--- src/pkg/plg_pkg.sv ---
// plg_pkg: constants and types for the indicator and multi-function pin block
// assumes a single 50 MHz clock and synchronous status inputs from the phy core
package plg_pkg;

  localparam int unsigned CLK_HZ          = 50000000;
  localparam int unsigned BLINK_PERIOD_MS = 100;
  // half period of the activity blink in clock cycles
  localparam int unsigned BLINK_HALF_CYC  = (CLK_HZ / 1000) * BLINK_PERIOD_MS / 2;
  localparam int unsigned BLINK_W         = 22;
  localparam logic [BLINK_W-1:0] BLINK_LAST = BLINK_W'(BLINK_HALF_CYC - 1);
  localparam logic [BLINK_W-1:0] BLINK_ZERO = 22'h000000;

  // mac interface modes
  typedef enum logic [1:0] {
    PLG_MAC_MII   = 2'h0,
    PLG_MAC_RMII  = 2'h1,
    PLG_MAC_RGMII = 2'h2
  } plg_mac_e;

  // link indicator modes
  typedef enum logic {
    PLG_LINK_ONLY = 1'h0,
    PLG_LINK_ACT  = 1'h1
  } plg_link_mode_e;

  // speed pin functions
  typedef enum logic [1:0] {
    PLG_SPD_TRISTATE = 2'h0,
    PLG_SPD_SPEED    = 2'h1,
    PLG_SPD_SIGDET   = 2'h2,
    PLG_SPD_GPIO     = 2'h3
  } plg_spd_fn_e;

  // collision and rx data bit three pin functions
  typedef enum logic [1:0] {
    PLG_PIN_NATIVE = 2'h0,
    PLG_PIN_LED    = 2'h1,
    PLG_PIN_GPIO   = 2'h2
  } plg_pin_fn_e;

  // media signalling
  typedef enum logic [1:0] {
    PLG_MED_AUTO = 2'h0,
    PLG_MED_10TE = 2'h1,
    PLG_MED_100TX = 2'h2,
    PLG_MED_100FX = 2'h3
  } plg_media_e;

endpackage : plg_pkg

--- src/design/plg_blink.sv ---
// plg_blink: toggle used for the activity blink, runs only while run is high and clears otherwise
// assumes clk is the reference-derived 50 MHz clock
`timescale 1ns/100ps
`default_nettype none
module plg_blink (
  input  wire logic clk,
  input  wire logic rst,
  input  wire logic run,
  output logic      phase
);

  typedef struct packed {
    logic [plg_pkg::BLINK_W-1:0] cnt;
    logic                        ph;
  } plg_blink_s;

  plg_blink_s st;
  plg_blink_s next_st;

  always_comb begin
    next_st = st;
    if (!run) begin
      // restart so the blink starts with a visible on phase (ph low keeps the led lit)
      next_st.cnt = plg_pkg::BLINK_ZERO;
      next_st.ph  = 1'b0;
    end else if (st.cnt == plg_pkg::BLINK_LAST) begin
      next_st.cnt = plg_pkg::BLINK_ZERO;
      next_st.ph  = ~st.ph;
    end else begin
      next_st.cnt = st.cnt + 1'b1;
    end
  end

  always_ff @(posedge clk) begin
    if (rst) begin
      st <= '0;
    end else begin
      st <= next_st;
    end
  end

  assign phase = st.ph;

endmodule : plg_blink
`default_nettype wire

--- src/design/plg_pins.sv ---
// plg_pins: led, gpio and multi-function pin logic of a 10/100 phy
// assumes status inputs synchronous to clk; pad resolves the o/oe pairs
// Summary of operation
// - default mode: link led follows link
// - activity mode: steady on, blinks on activity
// - speed pin undriven in default mode
// - speed mode: on at 100, off at 10
// - fiber mode: speed pin is signal detect input
// - speed pin usable as general io one
// - mii full duplex: collision pin may drive led
// - rmii/rgmii: collision pin led or general io two
// - rx data bit three: led/io three in rmii
// - media pairs auto or forced signalling mode
// - collision low full duplex, tx and rx half
`timescale 1ns/100ps
`default_nettype none
module plg_pins (
  input  wire logic                   clk,
  input  wire logic                   rst,
  // phy core status
  input  wire logic                   link_up,
  input  wire logic                   speed_100,
  input  wire logic                   full_duplex,
  input  wire logic                   tx_active,
  input  wire logic                   rx_active,
  input  wire logic                   rx_data3_core,
  input  wire logic [1:0]             media_detected,
  // configuration
  input  wire logic [1:0]             mac_mode,
  input  wire logic                   link_mode,
  input  wire logic [1:0]             speed_pin_fn,
  input  wire logic [1:0]             col_pin_fn,
  input  wire logic [1:0]             rxd3_pin_fn,
  input  wire logic [1:0]             media_force,
  input  wire logic                   aux_led_src,
  input  wire logic [2:0]             gpio_out,
  input  wire logic [2:0]             gpio_oe,
  // pins
  output logic                        link_activity_indicator,
  input  wire logic                   speed_indicator_pin_i,
  output logic                        speed_indicator_pin_o,
  output logic                        speed_indicator_pin_oe,
  input  wire logic                   col_pin_i,
  output logic                        col_pin_o,
  output logic                        col_pin_oe,
  input  wire logic                   rx_data3_pin_i,
  output logic                        rx_data3_pin_o,
  output logic                        rx_data3_pin_oe,
  // status back to core
  output logic                        fiber_signal_detect,
  output logic [2:0]                  gpio_in,
  output logic [1:0]                  media_mode
);

  typedef struct packed {
    logic       led0;
    logic       spd_o;
    logic       spd_oe;
    logic       col_o;
    logic       col_oe;
    logic       rxd3_o;
    logic       rxd3_oe;
    logic       sigdet;
    logic [2:0] gin;
    logic [1:0] media;
  } plg_pins_s;

  plg_pins_s st;
  plg_pins_s next_st;
  logic      blink_ph;
  logic      activity;

  // activity only counts while the link is good
  assign activity = link_up && (tx_active || rx_active);

  plg_blink plg_blink_inst (
    .clk   (clk),
    .rst   (rst),
    .run   (activity),
    .phase (blink_ph)
  );

  // drive of one multi-function pin: level and output enable
  typedef struct packed {
    logic o;
    logic oe;
  } plg_drive_s;

  // link led: plain link, or link with the activity blink
  function automatic logic led0_level(
    input logic mode,
    input logic lnk,
    input logic act,
    input logic ph
  );
    if (plg_pkg::plg_link_mode_e'(mode) == plg_pkg::PLG_LINK_ACT) begin
      led0_level = lnk && !(act && ph);
    end else begin
      led0_level = lnk;
    end
  endfunction : led0_level

  // shared led decode for the reconfigured collision and rx data pins
  function automatic logic aux_led(
    input logic src,
    input logic lnk,
    input logic spd
  );
    if (src) begin
      aux_led = lnk && spd;
    end else begin
      aux_led = lnk;
    end
  endfunction : aux_led

  // collision per duplex state
  function automatic logic coll(
    input logic fd,
    input logic tx,
    input logic rx
  );
    if (fd) begin
      coll = 1'b0;
    end else begin
      coll = tx && rx;
    end
  endfunction : coll

  // pin function decode shared by the collision and rx data pins
  function automatic logic fn_is_led(
    input logic [1:0] fn
  );
    fn_is_led = plg_pkg::plg_pin_fn_e'(fn) == plg_pkg::PLG_PIN_LED;
  endfunction : fn_is_led

  function automatic logic fn_is_gpio(
    input logic [1:0] fn
  );
    fn_is_gpio = plg_pkg::plg_pin_fn_e'(fn) == plg_pkg::PLG_PIN_GPIO;
  endfunction : fn_is_gpio

  // led only where collision carries no meaning
  function automatic logic col_led_ok(
    input logic [1:0] mac,
    input logic       fd
  );
    unique case (plg_pkg::plg_mac_e'(mac))
      plg_pkg::PLG_MAC_MII: begin
        col_led_ok = fd;
      end
      plg_pkg::PLG_MAC_RMII, plg_pkg::PLG_MAC_RGMII: begin
        col_led_ok = 1'b1;
      end
      default: begin
        col_led_ok = 1'b0;
      end
    endcase
  endfunction : col_led_ok

  function automatic logic col_gpio_ok(
    input logic [1:0] mac
  );
    col_gpio_ok = plg_pkg::plg_mac_e'(mac) == plg_pkg::PLG_MAC_RMII
                  || plg_pkg::plg_mac_e'(mac) == plg_pkg::PLG_MAC_RGMII;
  endfunction : col_gpio_ok

  // rx data bit three carries data in mii and rgmii, so only rmii frees it
  function automatic logic rxd3_free(
    input logic [1:0] mac
  );
    rxd3_free = plg_pkg::plg_mac_e'(mac) == plg_pkg::PLG_MAC_RMII;
  endfunction : rxd3_free

  // speed pin: undriven, speed led, detect input or general io one
  function automatic plg_drive_s spd_drive(
    input logic [1:0] fn,
    input logic       lnk,
    input logic       s100,
    input logic       gpo,
    input logic       gpoe
  );
    plg_drive_s d;
    d.o  = 1'b0;
    d.oe = 1'b0;
    unique case (plg_pkg::plg_spd_fn_e'(fn))
      plg_pkg::PLG_SPD_TRISTATE: begin
        d.oe = 1'b0;
      end
      plg_pkg::PLG_SPD_SPEED: begin
        d.o  = lnk && s100;
        d.oe = 1'b1;
      end
      plg_pkg::PLG_SPD_SIGDET: begin
        d.oe = 1'b0;
      end
      plg_pkg::PLG_SPD_GPIO: begin
        d.o  = gpo;
        d.oe = gpoe;
      end
    endcase
    spd_drive = d;
  endfunction : spd_drive

  // collision pin: native collision, led or general io two
  function automatic plg_drive_s col_drive(
    input logic [1:0] mac,
    input logic [1:0] fn,
    input logic       fd,
    input logic       led,
    input logic       col,
    input logic       gpo,
    input logic       gpoe
  );
    plg_drive_s d;
    d.o  = col;
    d.oe = 1'b1;
    if (fn_is_led(fn) && col_led_ok(mac, fd)) begin
      d.o = led;
    end else if (fn_is_gpio(fn) && col_gpio_ok(mac)) begin
      d.o  = gpo;
      d.oe = gpoe;
    end
    col_drive = d;
  endfunction : col_drive

  // rx data bit three: core data, led or general io three
  function automatic plg_drive_s rxd3_drive(
    input logic [1:0] mac,
    input logic [1:0] fn,
    input logic       led,
    input logic       dat,
    input logic       gpo,
    input logic       gpoe
  );
    plg_drive_s d;
    d.o  = dat;
    d.oe = 1'b1;
    if (fn_is_led(fn) && rxd3_free(mac)) begin
      d.o = led;
    end else if (fn_is_gpio(fn) && rxd3_free(mac)) begin
      d.o  = gpo;
      d.oe = gpoe;
    end
    rxd3_drive = d;
  endfunction : rxd3_drive

  // forced signalling wins, otherwise what autodetect found
  function automatic logic [1:0] media_sel(
    input logic [1:0] force_mode,
    input logic [1:0] found
  );
    if (plg_pkg::plg_media_e'(force_mode) == plg_pkg::PLG_MED_AUTO) begin
      media_sel = found;
    end else begin
      media_sel = force_mode;
    end
  endfunction : media_sel

  plg_drive_s spd_drv;
  plg_drive_s col_drv;
  plg_drive_s rxd3_drv;

  assign spd_drv  = spd_drive(speed_pin_fn, link_up, speed_100, gpio_out[0], gpio_oe[0]);
  assign col_drv  = col_drive(mac_mode, col_pin_fn, full_duplex, aux_led(aux_led_src, link_up, speed_100),
                              coll(full_duplex, tx_active, rx_active), gpio_out[1], gpio_oe[1]);
  assign rxd3_drv = rxd3_drive(mac_mode, rxd3_pin_fn, aux_led(aux_led_src, link_up, speed_100),
                               rx_data3_core, gpio_out[2], gpio_oe[2]);

  always_comb begin
    next_st = st;

    // link indicator
    next_st.led0 = led0_level(link_mode, link_up, activity, blink_ph);

    // speed pin
    next_st.spd_o  = spd_drv.o;
    next_st.spd_oe = spd_drv.oe;
    next_st.sigdet = 1'b0;
    if (plg_pkg::plg_spd_fn_e'(speed_pin_fn) == plg_pkg::PLG_SPD_SIGDET) begin
      next_st.sigdet = speed_indicator_pin_i;
    end

    // collision pin
    next_st.col_o  = col_drv.o;
    next_st.col_oe = col_drv.oe;

    // rx data bit three
    next_st.rxd3_o  = rxd3_drv.o;
    next_st.rxd3_oe = rxd3_drv.oe;

    // gpio readback always reflects the pads
    next_st.gin = {rx_data3_pin_i, col_pin_i, speed_indicator_pin_i};

    // media: forced mode wins, otherwise what autodetect found
    next_st.media = media_sel(media_force, media_detected);
  end

  always_ff @(posedge clk) begin
    if (rst) begin
      st <= '0;
    end else begin
      st <= next_st;
    end
  end

  assign link_activity_indicator = st.led0;
  assign speed_indicator_pin_o   = st.spd_o;
  assign speed_indicator_pin_oe  = st.spd_oe;
  assign col_pin_o               = st.col_o;
  assign col_pin_oe              = st.col_oe;
  assign rx_data3_pin_o          = st.rxd3_o;
  assign rx_data3_pin_oe         = st.rxd3_oe;
  assign fiber_signal_detect     = st.sigdet;
  assign gpio_in                 = st.gin;
  assign media_mode              = st.media;

endmodule : plg_pins
`default_nettype wire

--- config.mk ---
export PLATFORM = sky130hd
export DESIGN_NAME = plg_pins
export DESIGN_NICKNAME = d
export VERILOG_FILES = /design/src/pkg/plg_pkg.sv /design/src/design/plg_blink.sv /design/src/design/plg_pins.sv
export SDC_FILE = /design/constraint.sdc
export NUM_CORES = 1
export LEC_CHECK = 0
export ABC_AREA = 1
export CORE_UTILIZATION = 55
export CTS_BUF_LIST = sky130_fd_sc_hd__clkbuf_16
export DETAILED_ROUTE_END_ITERATION = 10
export DONT_BUFFER_PORTS = 1
export PLACE_DENSITY = 0.73
export SYNTH_ARGS = -nofsm -noshare
export SYNTH_HDL_FRONTEND = slang
export SYNTH_HIERARCHICAL = 1
export SYNTH_SLANG_ARGS = --single-unit
--- constraint.sdc ---
create_clock -name clk -period 1.6 [get_ports clk]
set_clock_uncertainty 0.15 [all_clocks]
set_input_delay 0.32 -clock clk [delete_from_list [all_inputs] [get_ports clk]]
set_output_delay 0.32 -clock clk [all_outputs]
set_load 0.05 [all_outputs]
==> run metrics <==
status=finished clean; Max Cap Viol=0; pwr dens=1130 nW/um^2; adder-cell area share of the yosys netlist=2.85%; # port buffers=0; Synth Instances=258; P&R area growth vs syn=26.0%; Clock Sinks=36; Final Hold Viols=0; Worst EP required=1.62 ns; Routed Wire Length=3830 um; crit share post-route=99.7%; Synth Area in XOR/XNOR=4.99%; via count of the first global-routing pass=1389; Placer Congestion=0.884; main combinational cell family by area after synthesis=simple AND/OR/NAND/NOR gates; antenna violations before repair=0; CTS Buf Count=5; initial core utilization=57.9%; # diodes=0; routed len/inst=12.0 um; vias per cell=5.15; Util after Layout=73.0%; Die H=58.5 um; DIE AREA=3420 um^2; Synth Register Bits=36; Hold Crit Class=in2reg; Worst Setup End Kind=flop; worst path buffer plus inverter count=0; drt drc=0; GR Overflow Total=0; Die Wd=58.5 um; CP max stage delay=0.35 ns; multi-input logic area=995 um^2; Yosys warning total=6; DR iter-0 viols=79; Setup Crit Path Kind=reg2reg; HP Start=gpio_oe[1]; Crit path top cell by count=nand2_4; P_leak=0.000861 uW; Synth async-reset ratio=0%; mux share of post-synthesis cell area=0%; clock tree buffer depth=2; proportion of layout cells with a drive suffix above 1=13.0%; overall power=2500 uW; root buffer cell=clkbuf_16; Worst EP arrival=1.61 ns; largest net degree at the start of global routing=20; Core ar.=3030 um^2; 1st-pass router iterations=4; Final ANT Viol Nets=0; dpl hpwl=2430 um; Max-slew headroom=67.2%; worst-margin pin slew=0.491 ns; post-synth top area share=41.1%; critical path fanouts, max=6; Skew-Pair Late Insertion Delay=0.28 ns; Register Area=723 um^2; final hold slack=0.0220 ns; R2R Path Start=plg_blink_inst/st[2]; Critical path origin=plg_blink_inst/st[2]; CTS H-tree lvls=2; Synth area leader=dfxtp_1; global-route wire length before repair=5730 um; I/O pin total=44; clock-pin transition on the worst setup and hold timing paths=0.05 ns; Synth area leaders=dfxtp_1, nor2_1, nand2_1; Worst VDD drop=0.813 mV; Finish-stage setup viols=0; crit path cell chain=ha_4, nand2_4, nor2_4, nand3_2, nor2_4, nand2_4, nand2_4, nor2_1; CTS tree=done; Post-Synth Simple-Gate Area=36.0%; post-synthesis sequential area ratio=41.1%; Tmin final=1.60 ns; f_max=0.627 GHz; row cnt=20; synth cell count leaders=nor2_1, nand2_1, dfxtp_1, inv_1, nand3_1; number of flops mapped to enable cells by yosys=0; CP Launch Type=flop; Slew Limit Fails=0; Top FF cell, synth=dfxtp_1; Synth Area in Compound Gates=6.42%; Tot GR Track Use=22.4%; setup repair bufs after CTS=0; critical-path cell with the highest stage delay=dfxtp_2; Cell variety after synth=23; CP top delay family=simple AND/OR/NAND/NOR gates; Avg Synthesized Cell Area=6.80 um^2; Final #Nets=310; syn nets=293; Synth Cell Area=1750 um^2; most numerous cell in the Yosys netlist=nor2_1; detailed-route via count=1649; Fill cells=221; RSZ-0062 raised after global routing=true
-- what timing repair did --
| item | 4_1_cts | 5_1_grt |
|---|---|---|
| hold buffers | 3 | 2 |
| pin swaps | 0 | 8 |
| hold endpoints to repair | 9 | 2 |
| gates cloned | 0 | 2 |
| gates resized for setup | 1 | 21 |
| setup endpoints to repair | 17 | 23 |
-- placed cells by master (no fill, tap or decap), types with 5 or more instances in the layout --
master and count:
nor2_1 58, nand2_1 49, inv_1 36, dfxtp_1 34
nand3_1 19, a21oi_1 13, nor2_4 6, o21ai_0 5
clkbuf_16 5, dlygate4sd3_1 5, xnor2_1 5, nor2_2 5
xor2_1 5, buf_4 5
-- power breakdown --
group	leakage (uW)	total, uW	switching [uW]	internal [uW]
clock network	0.000104	1400	355	1050
registers	0.000294	993	74.4	918
logic	0.000462	99.1	56.3	42.8
total	0.000861	2500	485	2010
-- per-stage QoR --
stage                     cells  instance area (um^2)  setup WS, ns  setup TNS [ns]
after floorplan             258                  1750        0.0363               0
after global placement      305                  1830        0.0119               0
after CTS                   316                  2080        0.0195               0
after detailed placement    305                  1830       -0.0160         -0.0876
after global routing        320                  2210       -0.0706           -1.33
final                       320                  2210       0.00405               0
-- cell type report --
cell class	instances	area share (%)
Clock buffer	5	5.66
Inverter	36	6.11
Multi-Input combinational cell	186	45.0
Timing Repair Buffer	10	3.96
Tap cell	44	2.49
Clock inverter	3	4.07
Sequential cell	36	32.7
-- kinds of logic (layout without fill, tap and decap cells) --
group                    count (synthesis)  in the layout
flip-flops                              36             36
adder cells (fa/ha/maj)                  4              4
XOR/XNOR                                10             10
AND/OR/NAND/NOR                        149            151
AO/OA/AOI/OAI                           21             21
buffers and inverters                   38             54
-- per-layer routing --
| layer | GRT usage (%) | routed length [um] | up-vias |
|---|---|---|---|
| met5 | 0 | 0 | - |
| met4 | 9.52 | 65 | 0 |
| met3 | 8.57 | 301 | 8 |
| met2 | 36.1 | 1840 | 75 |
| met1 | 26.8 | 1630 | 731 |
| li1 | - | - | 835 |
-- worst paths after layout --
path,to,slack [ns],cells after the start
worst max-delay path,plg_blink_inst/st[19],0.004,8
worst min-delay path,col_pin_oe,0.02,2
worst max register to register,plg_blink_inst/st[19],0.004,8
worst min register to register,plg_blink_inst/st[4],0.34,2
-- state kept, by name, summed over array words and instances (netlist names) --
| register | flops |
|---|---|
| plg_blink_inst/st | 22 |
| gpio_in | 3 |
| media_mode | 2 |
| col_pin_o | 1 |
| col_pin_oe | 1 |
| fiber_signal_detect | 1 |
| link_activity_indicator | 1 |
| plg_blink_inst/phase | 1 |
| rx_data3_pin_o | 1 |
| rx_data3_pin_oe | 1 |
| speed_indicator_pin_o | 1 |
| speed_indicator_pin_oe | 1 |
-- worst register-to-register path, cell delays in order (launching register included) --
cell,delay (ns)
dfxtp_2,0.35
ha_4,0.16
nand2_4,0.06
nor2_4,0.17
nand3_2,0.12
nor2_4,0.15
nand2_4,0.14
nand2_4,0.14
nor2_1,0.06
Power figures use the tool's default switching activity.
